[src/include/lsc_pkg.sv]
package lsc_pkg;

  // register map
  localparam logic [7:0] ADDR_IDENTITY = 8'h03;
  localparam logic [7:0] ADDR_FORCE    = 8'h04;
  localparam logic [7:0] ADDR_ENABLE   = 8'h16;
  localparam logic [7:0] ADDR_CFG98    = 8'h98;
  localparam logic [7:0] ADDR_CFG9E    = 8'h9e;
  localparam logic [3:0] ADDR_CFG_HI   = 4'ha;

  // widths and counts
  localparam int         NUM_OUTPUTS = 6;
  localparam int         CFG_BYTES   = 18;
  localparam logic [3:0] BYTE_BITS   = 4'h8;

  // reset values
  localparam logic [5:0] FORCE_RST  = 6'h00;
  localparam logic [5:0] ENABLE_RST = 6'h3f;

  // config byte positions and factory field positions
  localparam logic [4:0] CFG_IDX_98  = 5'h00;
  localparam logic [4:0] CFG_IDX_9E  = 5'h01;
  localparam logic [4:0] CFG_IDX_A0  = 5'h02;
  localparam int         ILIM_BIT    = 7;
  localparam int         VRANGE_BIT  = 5;

  // preload variants
  localparam int VARIANT_A            = 0;
  localparam int VARIANT_B            = 1;
  localparam int VARIANT_UNCONFIGURED = 2;

  typedef logic [0:CFG_BYTES-1][7:0] lsc_cfg_t;

  // factory tables, byte 0 is 98h, byte 1 is 9eh, then a0h..afh
  localparam lsc_cfg_t CFG_TBL_A = '{8'h00, 8'h22, 8'hff, 8'hcf, 8'h2f, 8'h5e, 8'h72, 8'h14,
                                     8'h80, 8'hff, 8'h00, 8'ha0, 8'h0f, 8'h00, 8'h00, 8'h00,
                                     8'h0f, 8'h02};
  localparam lsc_cfg_t CFG_TBL_B = '{8'h00, 8'h22, 8'hff, 8'h4f, 8'h20, 8'h03, 8'h12, 8'h0c,
                                     8'h80, 8'hff, 8'h00, 8'h80, 8'h0f, 8'h00, 8'h00, 8'h00,
                                     8'h0f, 8'h02};

  // bus state machine
  typedef enum logic [6:0] {
    ST_IDLE     = 7'h01,
    ST_ADDR     = 7'h02,
    ST_ACK_ADDR = 7'h04,
    ST_WBYTE    = 7'h08,
    ST_ACK_W    = 7'h10,
    ST_RBYTE    = 7'h20,
    ST_ACK_R    = 7'h40
  } lsc_state_e;

  // preload image for an ordered variant
  function automatic lsc_cfg_t lsc_preload(input int variant, input logic ilim,
                                           input logic vrange);
    lsc_cfg_t c;
    case (variant)
      VARIANT_A: c = CFG_TBL_A;
      VARIANT_B: c = CFG_TBL_B;
      default: begin
        c = '0;
        c[CFG_IDX_98][ILIM_BIT]   = ilim;
        c[CFG_IDX_9E][VRANGE_BIT] = vrange;
      end
    endcase
    return c;
  endfunction

endpackage

[src/rtl/lsc_line_frontend.sv]
`timescale 1ns/10ps
module lsc_line_frontend (
  input  wire logic clk,
  input  wire logic rst_n,
  input  wire logic scl_in,
  input  wire logic sda_in,
  output logic      scl_rise,
  output logic      scl_fall,
  output logic      sda_level,
  output logic      start_det,
  output logic      stop_det
);
  typedef struct packed {
    logic scl_s1;
    logic scl_s2;
    logic scl_q;
    logic sda_s1;
    logic sda_s2;
    logic sda_q;
  } lsc_fe_s;

  lsc_fe_s s;
  lsc_fe_s next_s;

  // two-stage synchronisers plus one history stage
  always_comb begin
    next_s        = s;
    next_s.scl_s1 = scl_in;
    next_s.scl_s2 = s.scl_s1;
    next_s.scl_q  = s.scl_s2;
    next_s.sda_s1 = sda_in;
    next_s.sda_s2 = s.sda_s1;
    next_s.sda_q  = s.sda_s2;
  end

  always_ff @(posedge clk or negedge rst_n) begin
    if (!rst_n) begin
      s <= '1;
    end else begin
      s <= next_s;
    end
  end

  // edge and condition decode from synced stages
  assign scl_rise  = s.scl_s2 & ~s.scl_q;
  assign scl_fall  = ~s.scl_s2 & s.scl_q;
  assign sda_level = s.sda_s2;
  assign start_det = s.scl_s2 & s.scl_q & s.sda_q & ~s.sda_s2;
  assign stop_det  = s.scl_s2 & s.scl_q & ~s.sda_q & s.sda_s2;
endmodule

[src/rtl/lsc_regs.sv]
`timescale 1ns/10ps
// Operation
// - a set override bit forces its enabled output to full duty, else adaptive dimming
// - override register resets to zero, all outputs under adaptive dimming
// - six low enable bits, one per string, reset all enabled, upper bits zero
// - config bytes preload from the ordered variant; one variant is left blank
// - current-limit range and boost-range bits reset factory-set even when blank; host writes to 98h and 9eh can change them
module lsc_regs #(
  parameter logic [6:0] DEV_ADDR       = 7'h2c,
  parameter logic [7:0] IDENTITY       = 8'h5a, // arbitrary value
  parameter int         VARIANT        = lsc_pkg::VARIANT_A,
  parameter logic       FACTORY_ILIM   = 1'b0,
  parameter logic       FACTORY_VRANGE = 1'b1
) (
  input  wire logic                          clk,
  input  wire logic                          rst_n,
  input  wire logic                          scl_in,
  input  wire logic                          sda_in,
  output logic                               sda_out,
  output logic                               sda_oe,
  input  wire logic [lsc_pkg::NUM_OUTPUTS-1:0] adaptive_pwm,
  output logic [lsc_pkg::NUM_OUTPUTS-1:0]    led_drive,
  output logic [lsc_pkg::NUM_OUTPUTS-1:0]    out_full_duty,
  output logic [lsc_pkg::NUM_OUTPUTS-1:0]    string_enable_bits,
  output lsc_pkg::lsc_cfg_t                  cfg_bytes
);
  import lsc_pkg::*;

  // factory image chosen at build time
  localparam lsc_cfg_t CFG_RST = lsc_preload(VARIANT, FACTORY_ILIM, FACTORY_VRANGE);

  typedef struct packed {
    lsc_state_e             st;
    logic [3:0]             bitcnt;
    logic [7:0]             shreg;
    logic [7:0]             ptr;
    logic                   got_ptr;
    logic                   rw;
    logic                   nack;
    logic                   sda_low;
    logic [NUM_OUTPUTS-1:0] force_full;
    logic [NUM_OUTPUTS-1:0] enable;
    logic [NUM_OUTPUTS-1:0] drive;
    lsc_cfg_t               cfg;
  } lsc_regs_s;

  lsc_regs_s s;
  lsc_regs_s next_s;

  logic scl_rise;
  logic scl_fall;
  logic sda_level;
  logic start_det;
  logic stop_det;

  lsc_line_frontend u_frontend (
    .clk       (clk),
    .rst_n     (rst_n),
    .scl_in    (scl_in),
    .sda_in    (sda_in),
    .scl_rise  (scl_rise),
    .scl_fall  (scl_fall),
    .sda_level (sda_level),
    .start_det (start_det),
    .stop_det  (stop_det)
  );

  // config address decode
  function automatic logic cfg_hit(input logic [7:0] a);
    return (a == ADDR_CFG98) || (a == ADDR_CFG9E) || (a[7:4] == ADDR_CFG_HI);
  endfunction

  function automatic logic [4:0] cfg_idx(input logic [7:0] a);
    logic [4:0] i;
    if (a == ADDR_CFG98) begin
      i = CFG_IDX_98;
    end else if (a == ADDR_CFG9E) begin
      i = CFG_IDX_9E;
    end else begin
      i = 5'({1'b0, a[3:0]}) + CFG_IDX_A0;
    end
    return i;
  endfunction

  // read mux, unmapped reads as zero
  function automatic logic [7:0] read_byte(input logic [7:0] a, input lsc_regs_s r);
    logic [7:0] d;
    d = 8'h00;
    if (a == ADDR_IDENTITY) begin
      d = IDENTITY;
    end else if (a == ADDR_FORCE) begin
      d = {2'h0, r.force_full};
    end else if (a == ADDR_ENABLE) begin
      d = {2'h0, r.enable};
    end else if (cfg_hit(a)) begin
      d = r.cfg[cfg_idx(a)];
    end
    return d;
  endfunction

  logic [7:0] rd;

  // bus sequencing and register updates
  always_comb begin
    next_s       = s;
    rd           = read_byte(s.ptr, s);
    next_s.drive = (s.force_full | adaptive_pwm) & s.enable;
    if (stop_det) begin
      next_s.st      = ST_IDLE;
      next_s.sda_low = 1'b0;
    end else if (start_det) begin
      next_s.st      = ST_ADDR;
      next_s.bitcnt  = 4'h0;
      next_s.got_ptr = 1'b0;
      next_s.sda_low = 1'b0;
    end else begin
      case (s.st)
        ST_ADDR: begin
          if (scl_rise) begin
            next_s.shreg  = {s.shreg[6:0], sda_level};
            next_s.bitcnt = s.bitcnt + 4'h1;
          end else if (scl_fall && s.bitcnt == BYTE_BITS) begin
            if (s.shreg[7:1] == DEV_ADDR) begin
              next_s.rw      = s.shreg[0];
              next_s.sda_low = 1'b1;
              next_s.st      = ST_ACK_ADDR;
            end else begin
              next_s.st = ST_IDLE;
            end
          end
        end
        ST_ACK_ADDR: begin
          if (scl_fall) begin
            next_s.bitcnt = 4'h0;
            if (s.rw) begin
              next_s.shreg   = rd;
              next_s.sda_low = ~rd[7];
              next_s.ptr     = s.ptr + 8'h01;
              next_s.st      = ST_RBYTE;
            end else begin
              next_s.sda_low = 1'b0;
              next_s.st      = ST_WBYTE;
            end
          end
        end
        ST_WBYTE: begin
          if (scl_rise) begin
            next_s.shreg  = {s.shreg[6:0], sda_level};
            next_s.bitcnt = s.bitcnt + 4'h1;
          end else if (scl_fall && s.bitcnt == BYTE_BITS) begin
            next_s.sda_low = 1'b1;
            next_s.st      = ST_ACK_W;
            if (!s.got_ptr) begin
              next_s.ptr     = s.shreg;
              next_s.got_ptr = 1'b1;
            end else begin
              next_s.ptr = s.ptr + 8'h01;
              if (s.ptr == ADDR_FORCE) begin
                next_s.force_full = s.shreg[NUM_OUTPUTS-1:0];
              end else if (s.ptr == ADDR_ENABLE) begin
                next_s.enable = s.shreg[NUM_OUTPUTS-1:0];
              end else if (cfg_hit(s.ptr)) begin
                next_s.cfg[cfg_idx(s.ptr)] = s.shreg;
              end
              // identity and unmapped addresses drop the data
            end
          end
        end
        ST_ACK_W: begin
          if (scl_fall) begin
            next_s.sda_low = 1'b0;
            next_s.bitcnt  = 4'h0;
            next_s.st      = ST_WBYTE;
          end
        end
        ST_RBYTE: begin
          if (scl_rise) begin
            next_s.bitcnt = s.bitcnt + 4'h1;
          end else if (scl_fall) begin
            if (s.bitcnt == BYTE_BITS) begin
              next_s.sda_low = 1'b0;
              next_s.st      = ST_ACK_R;
            end else begin
              next_s.shreg   = {s.shreg[6:0], 1'b0};
              next_s.sda_low = ~s.shreg[6];
            end
          end
        end
        ST_ACK_R: begin
          if (scl_rise) begin
            next_s.nack = sda_level;
          end else if (scl_fall) begin
            if (s.nack) begin
              next_s.st = ST_IDLE;
            end else begin
              next_s.shreg   = rd;
              next_s.sda_low = ~rd[7];
              next_s.ptr     = s.ptr + 8'h01;
              next_s.bitcnt  = 4'h0;
              next_s.st      = ST_RBYTE;
            end
          end
        end
        default: begin
          next_s.st      = ST_IDLE;
          next_s.sda_low = 1'b0;
        end
      endcase
    end
  end

  // state register with documented reset values
  always_ff @(posedge clk or negedge rst_n) begin
    if (!rst_n) begin
      s            <= '0;
      s.st         <= ST_IDLE;
      s.force_full <= FORCE_RST;
      s.enable     <= ENABLE_RST;
      s.drive      <= ENABLE_RST & FORCE_RST;
      s.cfg        <= CFG_RST;
    end else begin
      s <= next_s;
    end
  end

  // outputs
  assign sda_out            = 1'b0; // open drain, only ever pulls low
  assign sda_oe             = s.sda_low;
  assign led_drive          = s.drive;
  assign out_full_duty      = s.force_full;
  assign string_enable_bits = s.enable;
  assign cfg_bytes          = s.cfg;
endmodule

[config.mk]
export PLATFORM = sky130hd
export DESIGN_NAME = lsc_regs
export DESIGN_NICKNAME = d
export VERILOG_FILES = /design/src/include/lsc_pkg.sv /design/src/rtl/lsc_line_frontend.sv /design/src/rtl/lsc_regs.sv
export SDC_FILE = /design/constraint.sdc
export NUM_CORES = 1
export LEC_CHECK = 0
export BUFFER_PORTS_ARGS = -buffer_cell sky130_fd_sc_hd__buf_2
export CAP_MARGIN = 15
export CELL_PAD_IN_SITES_DETAIL_PLACEMENT = 1
export CELL_PAD_IN_SITES_GLOBAL_PLACEMENT = 1
export CORE_MARGIN = 4
export CORE_UTILIZATION = 34
export DETAILED_ROUTE_END_ITERATION = 10
export PLACE_DENSITY_LB_ADDON = 0.1
export SYNTH_ARGS = -nofsm -noshare
export SYNTH_HDL_FRONTEND = slang
export SYNTH_SLANG_ARGS = --single-unit
[constraint.sdc]
create_clock -name clk -period 2.8 [get_ports clk]
set_clock_uncertainty 0.1 [all_clocks]
set_input_delay 0.56 -clock clk [delete_from_list [all_inputs] [get_ports clk]]
set_output_delay 0.56 -clock clk [all_outputs]
set_load 0.05 [all_outputs]
==> metrics, run 1 <==
die span in y 190 um; Detailed Route Iter0 Violations 490; share of cells above drive strength 1 0.530; hold slack final -0.0204 ns; Initial Utilization 0.346; crit share post-route 0.970; Antenna Diode Count 0; WP data required 3.04 ns; Core Area 32,600 um2; Sequential Power Share 0.511; TritonCTS clock tree done; endpoints failing hold 4; failing checks negative hold slack; number of flops mapped to enable cells by yosys 0; Worst setup EP type flip-flop; post-DR vias/cell 5.15; I/O pin total 174; P_int 4.34 mW; min cycle time layout 2.72 ns; initial antenna violation count 0; Rows 66; Clock transition at path regs 0.08 ns; reg-to-reg slack, setup 0.08 ns; DIE AREA 36,100 um2; Synth area leader dfrtp_1; First-pass DRT Iterations 5; Mean Syn Cell Area 11.1 um2; max cap viols 0; # clock sinks 199; FMAX 0.368 GHz; total CTS buffers 17; CTS Hold Bufs 0; Synth Cell Area 11,300 um2; startpoint types flip-flop; Ys Warns 0; Critical R2R Capture cfg_bytes[2]; die width 190 um; via count 8,055; Design Power 5.67 mW; dominant cells by area after synthesis dfrtp_1 (30%), dfstp_2 (15%), mux2_2 (13%); fin worst setup slack 0.0836 ns; worst slew pin tran 0.599 ns; GRT Util Overall 0.216; Switching Share 0.235; Residual DRC 0; crit path from s[171]; Final setup viols 0; Comb power frac 0.030; H-tree Lvls 4; WP data arrival 2.95 ns; Slew Limit Fails 0; post-synthesis sequential area ratio 0.449; DRT antenna net count 0; Power Density 433 nW/um2; Leak 6.44 nW; # nets final 1,125; VDD IR max 0.399 mV; Mapped Cells 1,018; routed wire length per instance 24.5 um; maximum root-to-sink buffer count 2; port bufs 172; Clk Tree Root Cell clkbuf_16; commonest register cell after synthesis dfrtp_1; Yosys cell types 73; status finished with violations; pin count of the biggest net entering global routing 62; worst-case reg-to-reg path depth 8; vias in the first global route 8,865; Clock power frac 0.459; Crit Path Category reg2reg; worst r2r src s[171]; worst-skew pair later-pin latency 0.45 ns; top cell type's share of synthesized area 0.297; detailed-placement wirelength estimate 28,600 um; first-pass GRT wire length 58,800 um; grt total ovfl 0; relative slew slack 0.601; syn_nets 1,034; Area Growth Syn to Fin 16.1%; min-delay worst type in2async; Max Fanout on Critical Path 9; placer congestion estimate 0.852; worst slack at placement -0.128 ns; Post-synth ARST share 1.00; FILL cells 3,591; drt total wl 38,300 um; Synth Register Bits 199; total net switching power 1.33 mW; RSZ-0062 raised after global routing no
-- kinds of logic after synthesis --
family / after synthesis / synth area share
buffers and inverters: 227 / 0.133
AND/OR/NAND/NOR: 210 / 0.111
AO/OA/AOI/OAI: 202 / 0.121
flip-flops: 199 / 0.449
multiplexers: 168 / 0.175
adder cells (fa/ha/maj): 6 / 0.00666
XOR/XNOR: 5 / 0.00388
other: 1 / 0.000333
-- worst max-delay path: stages (launching register included) --
cell      delay (ns)
dfrtp_1         0.40
nor4bb_2        0.31
buf_4           0.24
and3_1          0.33
buf_4           0.19
nor2_1          0.06
or2_2           0.37
nor2_8          0.23
mux2_2          0.37
-- per-stage QoR --
stage          TNS [ns]  hold WS [ns]  cell area (um2)  utilization  cells
3_5_place_dp     -0.375         0.247            12300        0.378   1528
4_1_cts               0       0.00811            13000        0.398   1561
2_1_floorplan         0         0.164            11300            -   1018
3_3_place_gp     -0.764         0.247            12300        0.378   1528
5_1_grt               0        0.0107            13100        0.402   1564
6_report              0       -0.0204            13100        0.402   1564
-- timing repair --
| item | 4_1_cts | 5_1_grt |
|---|---|---|
| pin swaps | 1 | 4 |
| setup endpoints to repair | 29 | 86 |
| endpoints found under the hold margin | 0 | 0 |
| gates resized for setup | 4 | 21 |
| setup buffers | 1 | 3 |
-- Yosys cell counts (all sizes together) (3+ instances only) --
| cell | n |
|---|---|
| o2111ai | 4 |
| clkbuf | 35 |
| nor2 | 77 |
| and3 | 7 |
| nor3b | 3 |
| buf | 180 |
| o21a | 10 |
| a21oi | 25 |
| a221oi | 12 |
| mux2 | 162 |
| dfrtp | 134 |
| xnor2 | 3 |
| a31oi | 3 |
| o221ai | 4 |
| o31ai | 4 |
| nand2b | 6 |
| o22ai | 47 |
| mux2i | 6 |
| nor2b | 8 |
| nand3 | 33 |
| nor3 | 18 |
| dfstp | 65 |
| o32ai | 3 |
| o21ai | 57 |
| nand2 | 37 |
| nor4 | 4 |
| a211oi | 3 |
| ha | 6 |
| or2 | 3 |
| nand4 | 3 |
| inv | 10 |
| o211ai | 10 |
| a22oi | 6 |
-- metal layers --
layer / global-route usage / vias up / wire, um
met1: 0.307 / 4192 / 18000
met4: 0.0320 / 0 / 208
li1: - / 3672 / -
met2: 0.349 / 176 / 18200
met5: 0 / - / 0
met3: 0.0455 / 15 / 1900
-- area by class of cell --
cell class / count / area (um2) / share of cell area
well taps: 442 / 553 / 0.0422
repair buffers: 287 / 2010 / 0.153
flip-flops and latches: 199 / 5060 / 0.386
multi-input cells: 592 / 4820 / 0.368
clock inverters: 11 / 136 / 0.0104
inverters: 12 / 45.0 / 0.00344
clock buffers: 21 / 470 / 0.0359
-- power by group through the flow --
stage | Sequential [mW] | Combinational (mW) | Clock [mW]
4_1_cts | 2.90 | 0.174 | 2.68
6_report | 2.90 | 0.170 | 2.60
3_5_place_dp | 2.95 | 0.174 | 0
5_1_grt | 2.90 | 0.189 | 2.79
2_1_floorplan | 2.95 | 0.0464 | 0
3_3_place_gp | 2.95 | 0.174 | 0
-- registers in the layout (all words and copies together), names as in the netlist --
| name | flops |
|---|---|
| led_drive | 6 |
| cfg_bytes | 144 |
| sda_oe | 1 |
| s | 30 |
| string_enable_bits | 6 |
| u_frontend.sda_level | 1 |
| u_frontend.s | 2 |
| u_frontend.next_s | 3 |
| out_full_duty | 6 |
-- how the worst max path moves through the flow --
stage / end
2_1_floorplan: cfg_bytes[56]
3_3_place_gp: sda_oe
3_5_place_dp: sda_oe
4_1_cts: sda_oe
5_1_grt: s[174]
6_report: cfg_bytes[2]
-- cell usage in the layout (no fill, tap or decap), types with 13 or more instances in the layout --
cell       instances
buf_12            22
buf_4             93
nand3_1           32
o21ai_0           46
dfrtp_1          134
clkbuf_16         17
nor3_1            13
a21oi_1           24
mux2_2           130
buf_2            171
nand2_1           34
mux2_4            24
dfstp_2           65
o22ai_1           47
nor2_1            58
(Power assumes the default switching activity.)
==> run 2: changes to the inputs <==
ABC_AREA = 1   (was unset)
==> run 2 against run 1 <==
  * The flow now finishes without violations
  * Clock power rose by 7.7%
  * Hold slack improved by 0.035 ns
  * Final area decreased by 4.6%
  * Die area rose by 0.19%
  * Synthesized cell count increased by 44%
  * Power grew 7.5%
==> metrics, run 2 <==
status completed; Rows 66; Leak 6.32 nW; Clock transition at path regs 0.08 ns; commonest register cell after synthesis dfrtp_1; top cells by count, synth nand2_1 (427), buf_4 (169), dfrtp_1 (134); Design Power 6.10 mW; CTS Hold Bufs 0; I/O pin total 174; FMAX 0.377 GHz; vias in the first global route 9,599; Antenna Diode Count 0; post-synthesis sequential area ratio 0.448; Post-synth ARST share 1.00; RSZ-0062 raised after global routing yes; Slew Limit Fails 0; WP data required 3.02 ns; P_int 4.61 mW; critical-path cell list inv_1, ha_1, nand2_1, nor2_1, inv_2, nor2_4, inv_2, nor2_2, inv_2, nor2_4, nand2_4, nor2_4, nand2_2, nand2_1, o21ai_1; Mean Syn Cell Area 7.69 um2; drt total wl 38,000 um; H-tree Lvls 4; Synth area leader dfrtp_1; share of cells above drive strength 1 0.262; multi-input logic area 4390 um2; post-DR vias/cell 4.79; critical path buffer and inverter count 4; Power Density 488 nW/um2; detailed-placement wirelength estimate 27,800 um; Core Area 32,700 um2; CP delay by family, top simple AND/OR/NAND/NOR gates; Register Area 5060 um2; top cell type's share of synthesized area 0.297; crit share post-route 0.947; Synth Cell Area 11,300 um2; endpoints failing hold 0; Clock power frac 0.459; Area Growth Syn to Fin 10.5%; Cell Count, Final, Fillers Out 1,944; via count 9,308; fin worst setup slack 0.148 ns; die width 190 um; Max Fanout on Critical Path 16; Clk Tree Root Cell clkbuf_16; Detailed Route Iter0 Violations 431; Largest register FFs 144; Switching Share 0.245; Final setup viols 0; Ys Warns 0; Initial Utilization 0.346; relative slew slack 0.544; total net switching power 1.49 mW; commonest non-fill, non-tap cell in the layout nand2_1; DIE AREA 36,200 um2; startpoint types flip-flop; Sequential Power Share 0.478; max cap viols 0; dominant cells by area after synthesis dfrtp_1 (30%), dfstp_2 (15%), nand2_1 (14%); # nets final 1,505; die span in y 190 um; maximum root-to-sink buffer count 2; Slowest-stage cell, CP dfrtp_1; total CTS buffers 17; min-delay worst type in2async; number of flops mapped to enable cells by yosys 0; initial antenna violation count 1; TritonCTS clock tree done; count of placed standard cells including taps 1,902; placer congestion estimate 0.842; # clock sinks 199; final cell utilization of the core 0.382; worst slew pin tran 0.684 ns; Crit Path Category reg2reg; WP data arrival 2.87 ns; pin count of the biggest net entering global routing 60; Yosys cell types 39; routed wire length per instance 19.5 um; GRT Util Overall 0.210; First-pass DRT Iterations 5; Comb power frac 0.063; grt total ovfl 0; syn_nets 1,486; first-pass GRT wire length 58,400 um; Residual DRC 0; worst-skew pair later-pin latency 0.45 ns; commonest non-fill, non-tap cells in the layout nand2_1 (427), buf_2 (171), dfrtp_1 (134); min cycle time layout 2.65 ns; most frequent cell after synthesis nand2_1; Max stage delay on crit path 0.41 ns; Synth Register Bits 199; Mapped Cells 1,470; FILL cells 4,048; worst slack at placement -0.150 ns; port bufs 172; DRT antenna net count 0; Worst setup EP type flip-flop; VDD IR max 0.402 mV
==> run 2: metrics by stage <==
| step | area [um2] | TNS (ns) | hold WS, ns |
|---|---|---|---|
| 6_report | 12500 | 0 | 0.0146 |
| 3_5_place_dp | 11600 | -2.60 | 0.247 |
| 5_1_grt | 12500 | -1.48 | 0.0239 |
| 3_3_place_gp | 11600 | -1.58 | 0.250 |
| 4_1_cts | 12300 | -0.00263 | 0.0328 |
| 2_1_floorplan | 11300 | 0 | 0.164 |
==> run 2: area by class of cell <==
| type | instances | area share |
|---|---|---|
| sequential | 199 | 0.405 |
| multi-input combinational | 926 | 0.351 |
| timing repair buffer | 224 | 0.109 |
| tap | 442 | 0.0443 |
| clock buffer | 23 | 0.0399 |
| inverter | 121 | 0.0373 |
| clock inverter | 9 | 0.0130 |
==> run 2: worst paths after layout <==
| check | from | to | slack [ns] | cells past startpoint |
|---|---|---|---|---|
| min in group clk | sda_in | u_frontend.next_s[1] | 0.10 | 1 |
| max reg2reg | s[182] | cfg_bytes[78] | 0.15 | 15 |
| max in group asynchronous | rst_n | cfg_bytes[68] | 1.81 | 2 |
| min | rst_n | cfg_bytes[45] | 0.01 | 1 |
| min reg2reg | u_frontend.next_s[4] | u_frontend.next_s[3] | 0.26 | 0 |
| max | s[182] | cfg_bytes[78] | 0.15 | 15 |
==> run 2: worst reg2reg max path, cell delays in order, from the launching register on <==
cell and delay [ns]:
dfrtp_1 0.41, inv_1 0.09, ha_1 0.14, nand2_1 0.05, nor2_1 0.11, inv_2 0.08
nor2_4 0.13, inv_2 0.06, nor2_2 0.17, inv_2 0.08, nor2_4 0.16, nand2_4 0.12
nor2_4 0.31, nand2_2 0.30, nand2_1 0.13, o21ai_1 0.07
==> run 2: repair_timing <==
action / CTS / global route
setup endpoints to repair: 42 / 153
gates resized for setup: 3 / 33
buffers inserted: 1 / 9
gates cloned: 0 / 0
endpoints found under the hold margin: 0 / 0
pin swaps: 2 / 4
==> run 2: kinds of logic after synthesis <==
| family | count (synthesis) | synth area share |
|---|---|---|
| adders and majority gates | 6 | 0.00664 |
| other | 1 | 0.000332 |
| xor gates and xnor gates | 9 | 0.00698 |
| DFF | 199 | 0.448 |
| and+or+nand+nor | 665 | 0.252 |
| buffers and inverters | 345 | 0.174 |
| AOI/OAI and AO/OA | 245 | 0.112 |
==> run 2: power by group through the flow <==
stage / combinational (mW) / sequential [mW] / clock [mW]
floorplan: 0.157 / 2.96 / 0
global placement: 0.384 / 2.97 / 0
detailed placement: 0.386 / 2.97 / 0
CTS: 0.388 / 2.91 / 2.87
global route: 0.424 / 2.92 / 2.99
finish: 0.387 / 2.91 / 2.80
==> run 2: layer usage <==
layer	vias up	share of wire	global-route usage
li1	4509	-	-
met1	4616	0.46	0.284
met2	152	0.49	0.356
met3	31	0.031	0.0344
met4	0	0.016	0.0486
met5	-	0	0
